`src/opcs_pkg.sv`:
```
// Purpose: constants for the output polarity and clock status register slice
// Assumes: byte-wide register port, 8-bit addresses
// Notes: offsets are byte addresses of the control port
package opcs_pkg;
    // ----------------------------------------------------------------
    // register offsets
    // ----------------------------------------------------------------
    localparam logic [7:0] OPCS_ADDR_POLARITY = 8'h57; // polarity control
    localparam logic [7:0] OPCS_ADDR_DIE_ID = 8'h58; // die identification
    localparam logic [7:0] OPCS_ADDR_VOL_STATUS = 8'h59; // volume ramp status
    localparam logic [7:0] OPCS_ADDR_RATE_RATIO = 8'h5B; // rate and ratio
    localparam logic [7:0] OPCS_ADDR_BCLK_HIGH = 8'h5C; // bit clock ratio msb
    localparam logic [7:0] OPCS_ADDR_BCLK_LOW = 8'h5D; // bit clock ratio lsb
    // ----------------------------------------------------------------
    // field positions
    // ----------------------------------------------------------------
    localparam int OPCS_BIT_PIN_TWO_INV = 5;
    localparam int OPCS_BIT_MUTE_INV = 4;
    localparam int OPCS_BIT_PIN_ZERO_INV = 3;
    localparam int OPCS_BIT_LEFT_RAMPING = 5;
    localparam int OPCS_BIT_LEFT_ARRIVED = 4;
    localparam int OPCS_BIT_RIGHT_RAMPING = 1;
    localparam int OPCS_BIT_RIGHT_ARRIVED = 0;
    localparam int OPCS_BIT_BCLK_MSB = 1;
    localparam int OPCS_BIT_BCLK_LSB = 7;
    // ----------------------------------------------------------------
    // reset values and identity
    // ----------------------------------------------------------------
    localparam logic [7:0] OPCS_RST_POLARITY = 8'h00;
    localparam logic [7:0] OPCS_RST_STATUS = 8'h00;
    // identity value is arbitrary
    localparam logic [7:0] OPCS_DIE_ID_DEFAULT = 8'h5A;
    // sample rate codes
    localparam logic [2:0] OPCS_FS_ERROR = 3'h0;
    localparam logic [2:0] OPCS_FS_384K = 3'h6;
    // ratio code meaning a disallowed ratio
    localparam logic [3:0] OPCS_RATIO_ERROR = 4'h0;
    localparam logic [3:0] OPCS_RATIO_MAX = 4'hE;
    // width of the bit clock ratio value
    localparam int OPCS_BCLK_W = 9;
endpackage : opcs_pkg

```
`src/opcs_pin_pol.sv`:
```
// Purpose: polarity stage for one output pin
// Assumes: source already selected upstream
// Notes: purely combinational
`timescale 1ns/10ps
`default_nettype none
module opcs_pin_pol (
    // source and polarity
    input wire logic sel_i,
    input wire logic inv_i,
    // pin level
    output logic pin_o
);
    // invert after selection
    assign pin_o = sel_i ^ inv_i; // RULE_04
endmodule : opcs_pin_pol
`default_nettype wire

```
`src/opcs_regs.sv`:
```
// Purpose: output polarity control and clock/volume status registers
// Assumes: byte register port from the control-port decoder, sync inputs
// Notes: status fields are live detector outputs, sampled each clock
//
// Notes on behaviour
// RULE_01 - bit 5 inverts general pin two
// RULE_02 - bit 4 inverts the mute pin
// RULE_03 - bit 3 inverts general pin zero
// RULE_04 - inversion applies after source selection
// RULE_05 - left ramping flag reads at bit 5
// RULE_06 - left arrived flag reads at bit 4
// RULE_07 - right ramping flag reads at bit 1
// RULE_08 - right arrived flag reads at bit 0
// RULE_09 - detected sample rate code at bits 6-4
// RULE_10 - detected master clock ratio at bits 3-0
// RULE_11 - clock error possible despite valid ratio
// RULE_12 - source gives enough ratio without PLL
// RULE_13 - master clock stays below 50 MHz
// RULE_14 - bit clock ratio msb at bit 1
// RULE_15 - bit clock ratio lsb at bit 7 next
// RULE_16 - writes to status fields are ignored
`timescale 1ns/10ps
`default_nettype none
module opcs_regs
    import opcs_pkg::*;
#(
    parameter logic [7:0] DIE_ID = OPCS_DIE_ID_DEFAULT // arbitrary value
) (
    // clock and reset
    input wire logic clk_i,
    input wire logic rst_n_i,
    // register port
    input wire logic [7:0] reg_addr_i,
    input wire logic reg_wr_i,
    input wire logic reg_rd_i,
    input wire logic [7:0] reg_wdata_i,
    output logic [7:0] reg_rdata_o,
    output logic reg_rvalid_o,
    // selected pin sources
    input wire logic pin_two_src_i,
    input wire logic mute_src_i,
    input wire logic pin_zero_src_i,
    // volume ramp status
    input wire logic left_volume_ramping_i,
    input wire logic left_volume_arrived_i,
    input wire logic right_volume_ramping_i,
    input wire logic right_volume_arrived_i,
    // clock detectors
    input wire logic [2:0] detected_sample_rate_i,
    input wire logic [3:0] detected_master_ratio_i,
    input wire logic [8:0] detected_bit_clock_ratio_i,
    input wire logic clock_combo_err_i,
    // pins
    output logic general_pin_two_o,
    output logic mute_pin_o,
    output logic general_pin_zero_o,
    // clock error summary
    output logic clock_error_o
);
    import opcs_pkg::*;

    // ------------------------------------------------------------
    // control register
    // ------------------------------------------------------------
    logic [7:0] polarity_q; // whole byte is writable
    logic [7:0] polarity_d;
    logic [7:0] vol_res_q; // reserved r/w bits 7-6, 3-2
    logic [7:0] vol_res_d;
    logic rate_res_q; // reserved r/w bit 7
    logic rate_res_d;
    logic [5:0] bhigh_res_q; // reserved r/w bits 7-3, 0; bit 2 reads zero
    logic [5:0] bhigh_res_d;
    logic [6:0] blow_res_q; // reserved r/w bits 6-0
    logic [6:0] blow_res_d;

    // write strobes per address
    wire wr_pol = reg_wr_i && (reg_addr_i == OPCS_ADDR_POLARITY);
    wire wr_vol = reg_wr_i && (reg_addr_i == OPCS_ADDR_VOL_STATUS);
    wire wr_rate = reg_wr_i && (reg_addr_i == OPCS_ADDR_RATE_RATIO);
    wire wr_bhi = reg_wr_i && (reg_addr_i == OPCS_ADDR_BCLK_HIGH);
    wire wr_blo = reg_wr_i && (reg_addr_i == OPCS_ADDR_BCLK_LOW);

    // polarity takes the whole byte; status bytes take write data in reserved bits only, status bits are live
    assign polarity_d = wr_pol ? reg_wdata_i : polarity_q;
    assign vol_res_d = wr_vol ? (reg_wdata_i & 8'hCC) : vol_res_q; // RULE_16
    assign rate_res_d = wr_rate ? reg_wdata_i[7] : rate_res_q; // RULE_16
    assign bhigh_res_d = wr_bhi ? {reg_wdata_i[7:3], reg_wdata_i[0]}
                                : bhigh_res_q; // RULE_16
    assign blow_res_d = wr_blo ? reg_wdata_i[6:0] : blow_res_q; // RULE_16

    // ------------------------------------------------------------
    // status sampling
    // ------------------------------------------------------------
    logic [3:0] vol_q; // left ramp, left arr, right ramp, right arr
    logic [2:0] rate_q;
    logic [3:0] ratio_q;
    logic [8:0] bclk_q;
    logic combo_q;

    // control register update
    always_ff @(posedge clk_i) begin
        if (!rst_n_i) begin
            polarity_q <= OPCS_RST_POLARITY;
            vol_res_q <= OPCS_RST_STATUS;
            rate_res_q <= 1'b0;
            bhigh_res_q <= 6'h00;
            blow_res_q <= 7'h00;
        end else begin
            polarity_q <= polarity_d;
            vol_res_q <= vol_res_d;
            rate_res_q <= rate_res_d;
            bhigh_res_q <= bhigh_res_d;
            blow_res_q <= blow_res_d;
        end
    end

    // status fields follow detectors every clock
    always_ff @(posedge clk_i) begin
        if (!rst_n_i) begin
            vol_q <= 4'h0;
            rate_q <= OPCS_FS_ERROR;
            ratio_q <= OPCS_RATIO_ERROR;
            bclk_q <= 9'h000;
            combo_q <= 1'b0;
        end else begin
            vol_q <= {left_volume_ramping_i, left_volume_arrived_i,
                      right_volume_ramping_i, right_volume_arrived_i}; // RULE_16
            rate_q <= detected_sample_rate_i; // RULE_09
            ratio_q <= detected_master_ratio_i; // RULE_10
            bclk_q <= detected_bit_clock_ratio_i; // RULE_15
            combo_q <= clock_combo_err_i;
        end
    end

    // ------------------------------------------------------------
    // clock error flag
    // ------------------------------------------------------------
    // bad rate, bad ratio, or a valid ratio unusable at this rate
    wire rate_bad = (rate_q == OPCS_FS_ERROR) || (rate_q > OPCS_FS_384K);
    wire ratio_bad = (ratio_q == OPCS_RATIO_ERROR) || (ratio_q > OPCS_RATIO_MAX);
    assign clock_error_o = rate_bad || ratio_bad || combo_q; // RULE_11

    // ------------------------------------------------------------
    // read data assembly
    // ------------------------------------------------------------
    wire [7:0] vol_byte;
    wire [7:0] rate_byte;
    wire [7:0] bhigh_byte;
    wire [7:0] blow_byte;
    wire [7:0] rd_mux;

    // volume status byte
    assign vol_byte = vol_res_q |
        (8'(vol_q[3]) << OPCS_BIT_LEFT_RAMPING) | // RULE_05
        (8'(vol_q[2]) << OPCS_BIT_LEFT_ARRIVED) | // RULE_06
        (8'(vol_q[1]) << OPCS_BIT_RIGHT_RAMPING) | // RULE_07
        (8'(vol_q[0]) << OPCS_BIT_RIGHT_ARRIVED); // RULE_08
    // rate and ratio byte
    assign rate_byte = {rate_res_q, rate_q, ratio_q}; // RULE_09
    // bit clock ratio msb byte
    assign bhigh_byte = {bhigh_res_q[5:1], 1'b0,
        bclk_q[OPCS_BCLK_W-1], bhigh_res_q[0]}; // RULE_14
    // bit clock ratio lsb byte
    assign blow_byte = {bclk_q[0], blow_res_q}; // RULE_15

    // address select, unmapped reads zero
    assign rd_mux =
        (reg_addr_i == OPCS_ADDR_POLARITY) ? polarity_q :
        (reg_addr_i == OPCS_ADDR_DIE_ID) ? DIE_ID :
        (reg_addr_i == OPCS_ADDR_VOL_STATUS) ? vol_byte :
        (reg_addr_i == OPCS_ADDR_RATE_RATIO) ? rate_byte :
        (reg_addr_i == OPCS_ADDR_BCLK_HIGH) ? bhigh_byte :
        (reg_addr_i == OPCS_ADDR_BCLK_LOW) ? blow_byte : 8'h00;

    // registered read answer
    always_ff @(posedge clk_i) begin
        if (!rst_n_i) begin
            reg_rdata_o <= 8'h00;
            reg_rvalid_o <= 1'b0;
        end else begin
            reg_rdata_o <= reg_rd_i ? rd_mux : reg_rdata_o;
            reg_rvalid_o <= reg_rd_i;
        end
    end

    // ------------------------------------------------------------
    // pin polarity stages
    // ------------------------------------------------------------
    opcs_pin_pol u_pol_two (
        .sel_i(pin_two_src_i),
        .inv_i(polarity_q[OPCS_BIT_PIN_TWO_INV]), // RULE_01
        .pin_o(general_pin_two_o)
    );
    opcs_pin_pol u_pol_mute (
        .sel_i(mute_src_i),
        .inv_i(polarity_q[OPCS_BIT_MUTE_INV]), // RULE_02
        .pin_o(mute_pin_o)
    );
    opcs_pin_pol u_pol_zero (
        .sel_i(pin_zero_src_i),
        .inv_i(polarity_q[OPCS_BIT_PIN_ZERO_INV]), // RULE_03
        .pin_o(general_pin_zero_o)
    );
endmodule : opcs_regs
`default_nettype wire

```
`config.mk`:
```
export PLATFORM = sky130hd
export DESIGN_NAME = opcs_regs
export DESIGN_NICKNAME = d
export VERILOG_FILES = /design/src/opcs_pkg.sv /design/src/opcs_pin_pol.sv /design/src/opcs_regs.sv
export SDC_FILE = /design/constraint.sdc
export NUM_CORES = 1
export LEC_CHECK = 0
export BUFFER_PORTS_ARGS = -buffer_cell sky130_fd_sc_hd__buf_2
export CAP_MARGIN = 5
export CORE_ASPECT_RATIO = 0.75
export CORE_MARGIN = 8
export CORE_UTILIZATION = 35
export CTS_CLUSTER_SIZE = 16
export DETAILED_ROUTE_END_ITERATION = 10
export PLACE_DENSITY = 0.53
export SYNTH_ARGS = -nofsm -noshare
export SYNTH_HDL_FRONTEND = slang
export SYNTH_SLANG_ARGS = --single-unit
```
`constraint.sdc`:
```
create_clock -name clk_i -period 1.6 [get_ports clk_i]
set_input_delay 0.24 -clock clk_i [delete_from_list [all_inputs] [get_ports clk_i]]
set_output_delay 0.24 -clock clk_i [all_outputs]
set_load 0.03 [all_outputs]
```
==> impl_metrics.py <==
metrics = {
    "outcome": {
        "run_status": "complete, but fails checks",
        "failed_checks": "negative setup slack",
    },
    "timing": {
        "final_setup_skew_ns": 0.01229,
        "slew-limit-headroom_pct": 76.29,
        "fmaxAchievable_ghz": 0.6149,
        "finalWorstSetupSlack_ns": -0.02633,
        "rsz0062_at_grt": "yes",
        "setup_viol": 1,
        "timing.final.crit_period_ns": 1.626,
        "worst_slew_pin_slew_ns": 0.3557,
        "worst_hold_slack_ns": 0.1370,
        "setup_tns_ns": -0.02633,
        "final.period_utilization_pct": 101.6,
        "slew_violations": 0,
        "finalHoldViolCount": 0,
    },
    "floorplanning": {
        "die_w_um": 109.8,
        "num_io_pins": 57,
        "dieArea_um2": 9486,
        "fp.coreArea_um2": 6350,
        "die_h_um": 86.37,
        "start_util_pct": 36.39,
        "rows": 25,
    },
    "drt": {
        "initial_detailed_routing_violation_count": 106,
        "routedWlPerCell_um": 15.53,
        "via_count": 1991,
        "drt-pass1-iter-count": 4,
        "detail-route-antenna-nets": 0,
        "wl_um": 6088,
        "route.detailed.drc": 0,
        "detail_route.vias_per_cell": 5.079,
    },
    "cts": {
        "clk_pin_slew_ns": 0.09,
        "clock_sink_count": 49,
        "clkLatencyLatePin_ns": 0.30,
        "clock_tree.htree_level_count": 2,
        "cts.path.max_buffers": 2,
        "root_buffer": "sky130_fd_sc_hd__clkbuf_8",
        "tritoncts.num_buffers": 5,
        "tritoncts": "done",
    },
    "critical_path": {
        "critPathArrivalTime_ns": 1.39,
        "timing.critical_path.cells": "or4_1 > nand4_1 > buf_6",
        "path_class": "flop to output pin",
        "worst_path_largest_cell_delay_ns": 0.51,
        "critical_path.endpoint_type": "output pin",
        "critical_path_required_ns": 1.36,
        "critical_path.max_fanout": 2,
        "critical_path.startpoint_type": "flop",
        "timing.critical_path.slowest_stage_cell": "sky130_fd_sc_hd__or4_1",
    },
    "final_layout": {
        "nNetsFinal": 354,
        "most-common-layout-cells": "48 x sky130_fd_sc_hd__buf_2, 47 x sky130_fd_sc_hd__dfxtp_1, 30 x sky130_fd_sc_hd__nand2_1",
        "layoutNonFillerInstCount": 392,
        "layout.core_utilization_pct": 44.53,
        "final_common_cell": "sky130_fd_sc_hd__buf_2",
        "area_growth_pct": 22.36,
        "fillerInstances": 648,
        "n_antenna_cell": 0,
        "drive_above_1_share_pct": 29.58,
        "layout.cell_area.non_filler_um2": 2828,
    },
    "placement": {
        "port_buffers": 49,
        "placed_cells_incl_taps": 383,
        "pre_cts_slack_ns": 0.06618,
        "place_hpwl_um": 4720,
        "placed_area_um2": 2691,
        "gp_congestion": 0.8305,
    },
    "grt": {
        "grt_antenna_before_repair": 0,
        "first_global_vias": 1939,
        "grt_start_max_net_pins": 25,
        "grt_pass1_wl_um": 9791,
        "grt_remaining_overflow": 0,
        "grtUsageTotal_pct": 13.10,
    },
    "yosys": {
        "async_flop_share_pct": 0,
        "synthCells": 250,
        "syn_area_per_cell_um2": 9.244,
        "synth_cell_type_count": 50,
        "net_count_synth": 294,
        "yosys_register_bits": 49,
        "ys.flop_type": "sky130_fd_sc_hd__dfxtp_1",
        "synth-edff-count": 0,
        "synth-seq-area-share_pct": 42.45,
        "netlist_area_um2": 2311,
        "yosys_warnings": 0,
    },
    "power": {
        "power.static_leakage_nw": 1.187,
        "report.power.total_mw": 2.467,
        "vdd_ir_drop_max_uv": 423.6,
        "pwr_density_nw_per_um2": 872.6,
    },
    "run": {
        "cap_violations": 0,
    },
    "hold_path": {
        "class_of_the_worst_hold_path": "input pin to flop",
    },
}
-- worst max-delay path: cells and delay by family, from the launching register on --
| family | cells | cell delay, ns |
|---|---|---|
| buffers and inverters | 1 | 0.14 |
| AND/OR/NAND/NOR | 2 | 0.62 |
| flip-flops | 1 | 0.33 |
-- cell usage after synthesis (2+ instances only) --
| master | number | share of area, % |
|---|---|---|
| sky130_fd_sc_hd__nand2_1 | 30 | 4.9 |
| sky130_fd_sc_hd__o21ai_0 | 7 | 1.5 |
| sky130_fd_sc_hd__and2_1 | 15 | 4.1 |
| sky130_fd_sc_hd__o31ai_1 | 4 | 1.3 |
| sky130_fd_sc_hd__mux2i_1 | 15 | 6.5 |
| sky130_fd_sc_hd__buf_8 | 2 | 1.3 |
| sky130_fd_sc_hd__nand4_1 | 5 | 1.4 |
| sky130_fd_sc_hd__nand3_1 | 20 | 4.3 |
| sky130_fd_sc_hd__nor2_1 | 11 | 1.8 |
| sky130_fd_sc_hd__a22oi_1 | 3 | 0.97 |
| sky130_fd_sc_hd__a21boi_0 | 5 | 1.6 |
| sky130_fd_sc_hd__o22ai_1 | 4 | 1.1 |
| sky130_fd_sc_hd__o221ai_1 | 2 | 0.76 |
| sky130_fd_sc_hd__xor2_1 | 3 | 1.1 |
| sky130_fd_sc_hd__nand2b_1 | 4 | 1.1 |
| sky130_fd_sc_hd__a21oi_1 | 5 | 1.1 |
| sky130_fd_sc_hd__buf_4 | 4 | 1.3 |
| sky130_fd_sc_hd__clkbuf_1 | 6 | 0.97 |
| sky130_fd_sc_hd__a31oi_1 | 2 | 0.54 |
| sky130_fd_sc_hd__a21boi_1 | 10 | 3.2 |
| sky130_fd_sc_hd__buf_2 | 3 | 0.65 |
| sky130_fd_sc_hd__dfxtp_1 | 49 | 42 |
| sky130_fd_sc_hd__nor2b_1 | 14 | 3.8 |
-- worst paths after layout --
path	startpoint	endpoint	slack, ns	cells past startpoint
setup / recovery	ratio_q[1]	clock_error_o	-0.03	3
hold / removal	detected_master_ratio_i[2]	ratio_q[2]	0.14	2
setup reg to reg	rate_q[1]	reg_rdata_o[5]	0.33	5
hold reg to reg	reg_rdata_o[3]	reg_rdata_o[3]	0.46	2
-- timing repair --
action	CTS	global route
hold buffers	0	0
endpoints found under the setup margin	1	1
hold endpoints to repair	0	0
buffers inserted	1	0
cloned	0	0
resized for setup	3	1
-- cells by family after synthesis --
logic type | share of synthesized area, %
simple gates | 28.05
xor+xnor | 1.137
compound gates | 16.30
flops | 42.45
mux | 6.984
buf+inv | 5.089
-- final cells by class --
type / instances / area (µm²) / area share (%)
multi-input combinational: 184 / 1212 / 42.88
sequential: 49 / 983.4 / 34.78
timing repair buffer: 69 / 401.6 / 14.20
tap: 81 / 101.3 / 3.584
clock buffer: 6 / 82.58 / 2.920
clock inverter: 2 / 37.54 / 1.327
inverter: 1 / 8.758 / 0.3097
-- power breakdown --
group	leakage, nW	total, mW	switching [mW]	internal (mW)
Sequential	0.400	1.26	0.0140	1.25
Combinational	0.730	0.288	0.162	0.127
Clock	0.0574	0.920	0.411	0.508
Total	1.19	2.47	0.587	1.88
-- per-layer routing --
metal / wire (µm) / part of all wire [%] / GRT usage [%] / up-vias
met5: 0 / 0 / 0 / -
li1: - / - / - / 1003
met1: 3061 / 50 / 19.14 / 931
met3: 445 / 7.3 / 3.632 / 5
met2: 2552 / 42 / 18.58 / 52
met4: 29 / 0.48 / 2.200 / 0
-- registers in the layout (all words and copies together) (netlist names) --
| signal | cells |
|---|---|
| vol_res_q | 4 |
| rate_q | 3 |
| reg_rvalid_o | 1 |
| rate_res_q | 1 |
| combo_q | 1 |
| vol_q | 4 |
| bhigh_res_q | 6 |
| bclk_q | 2 |
| blow_res_q | 7 |
| reg_rdata_o | 8 |
| polarity_q | 8 |
| ratio_q | 4 |
No activity file was read; power rests on OpenSTA's default activity.
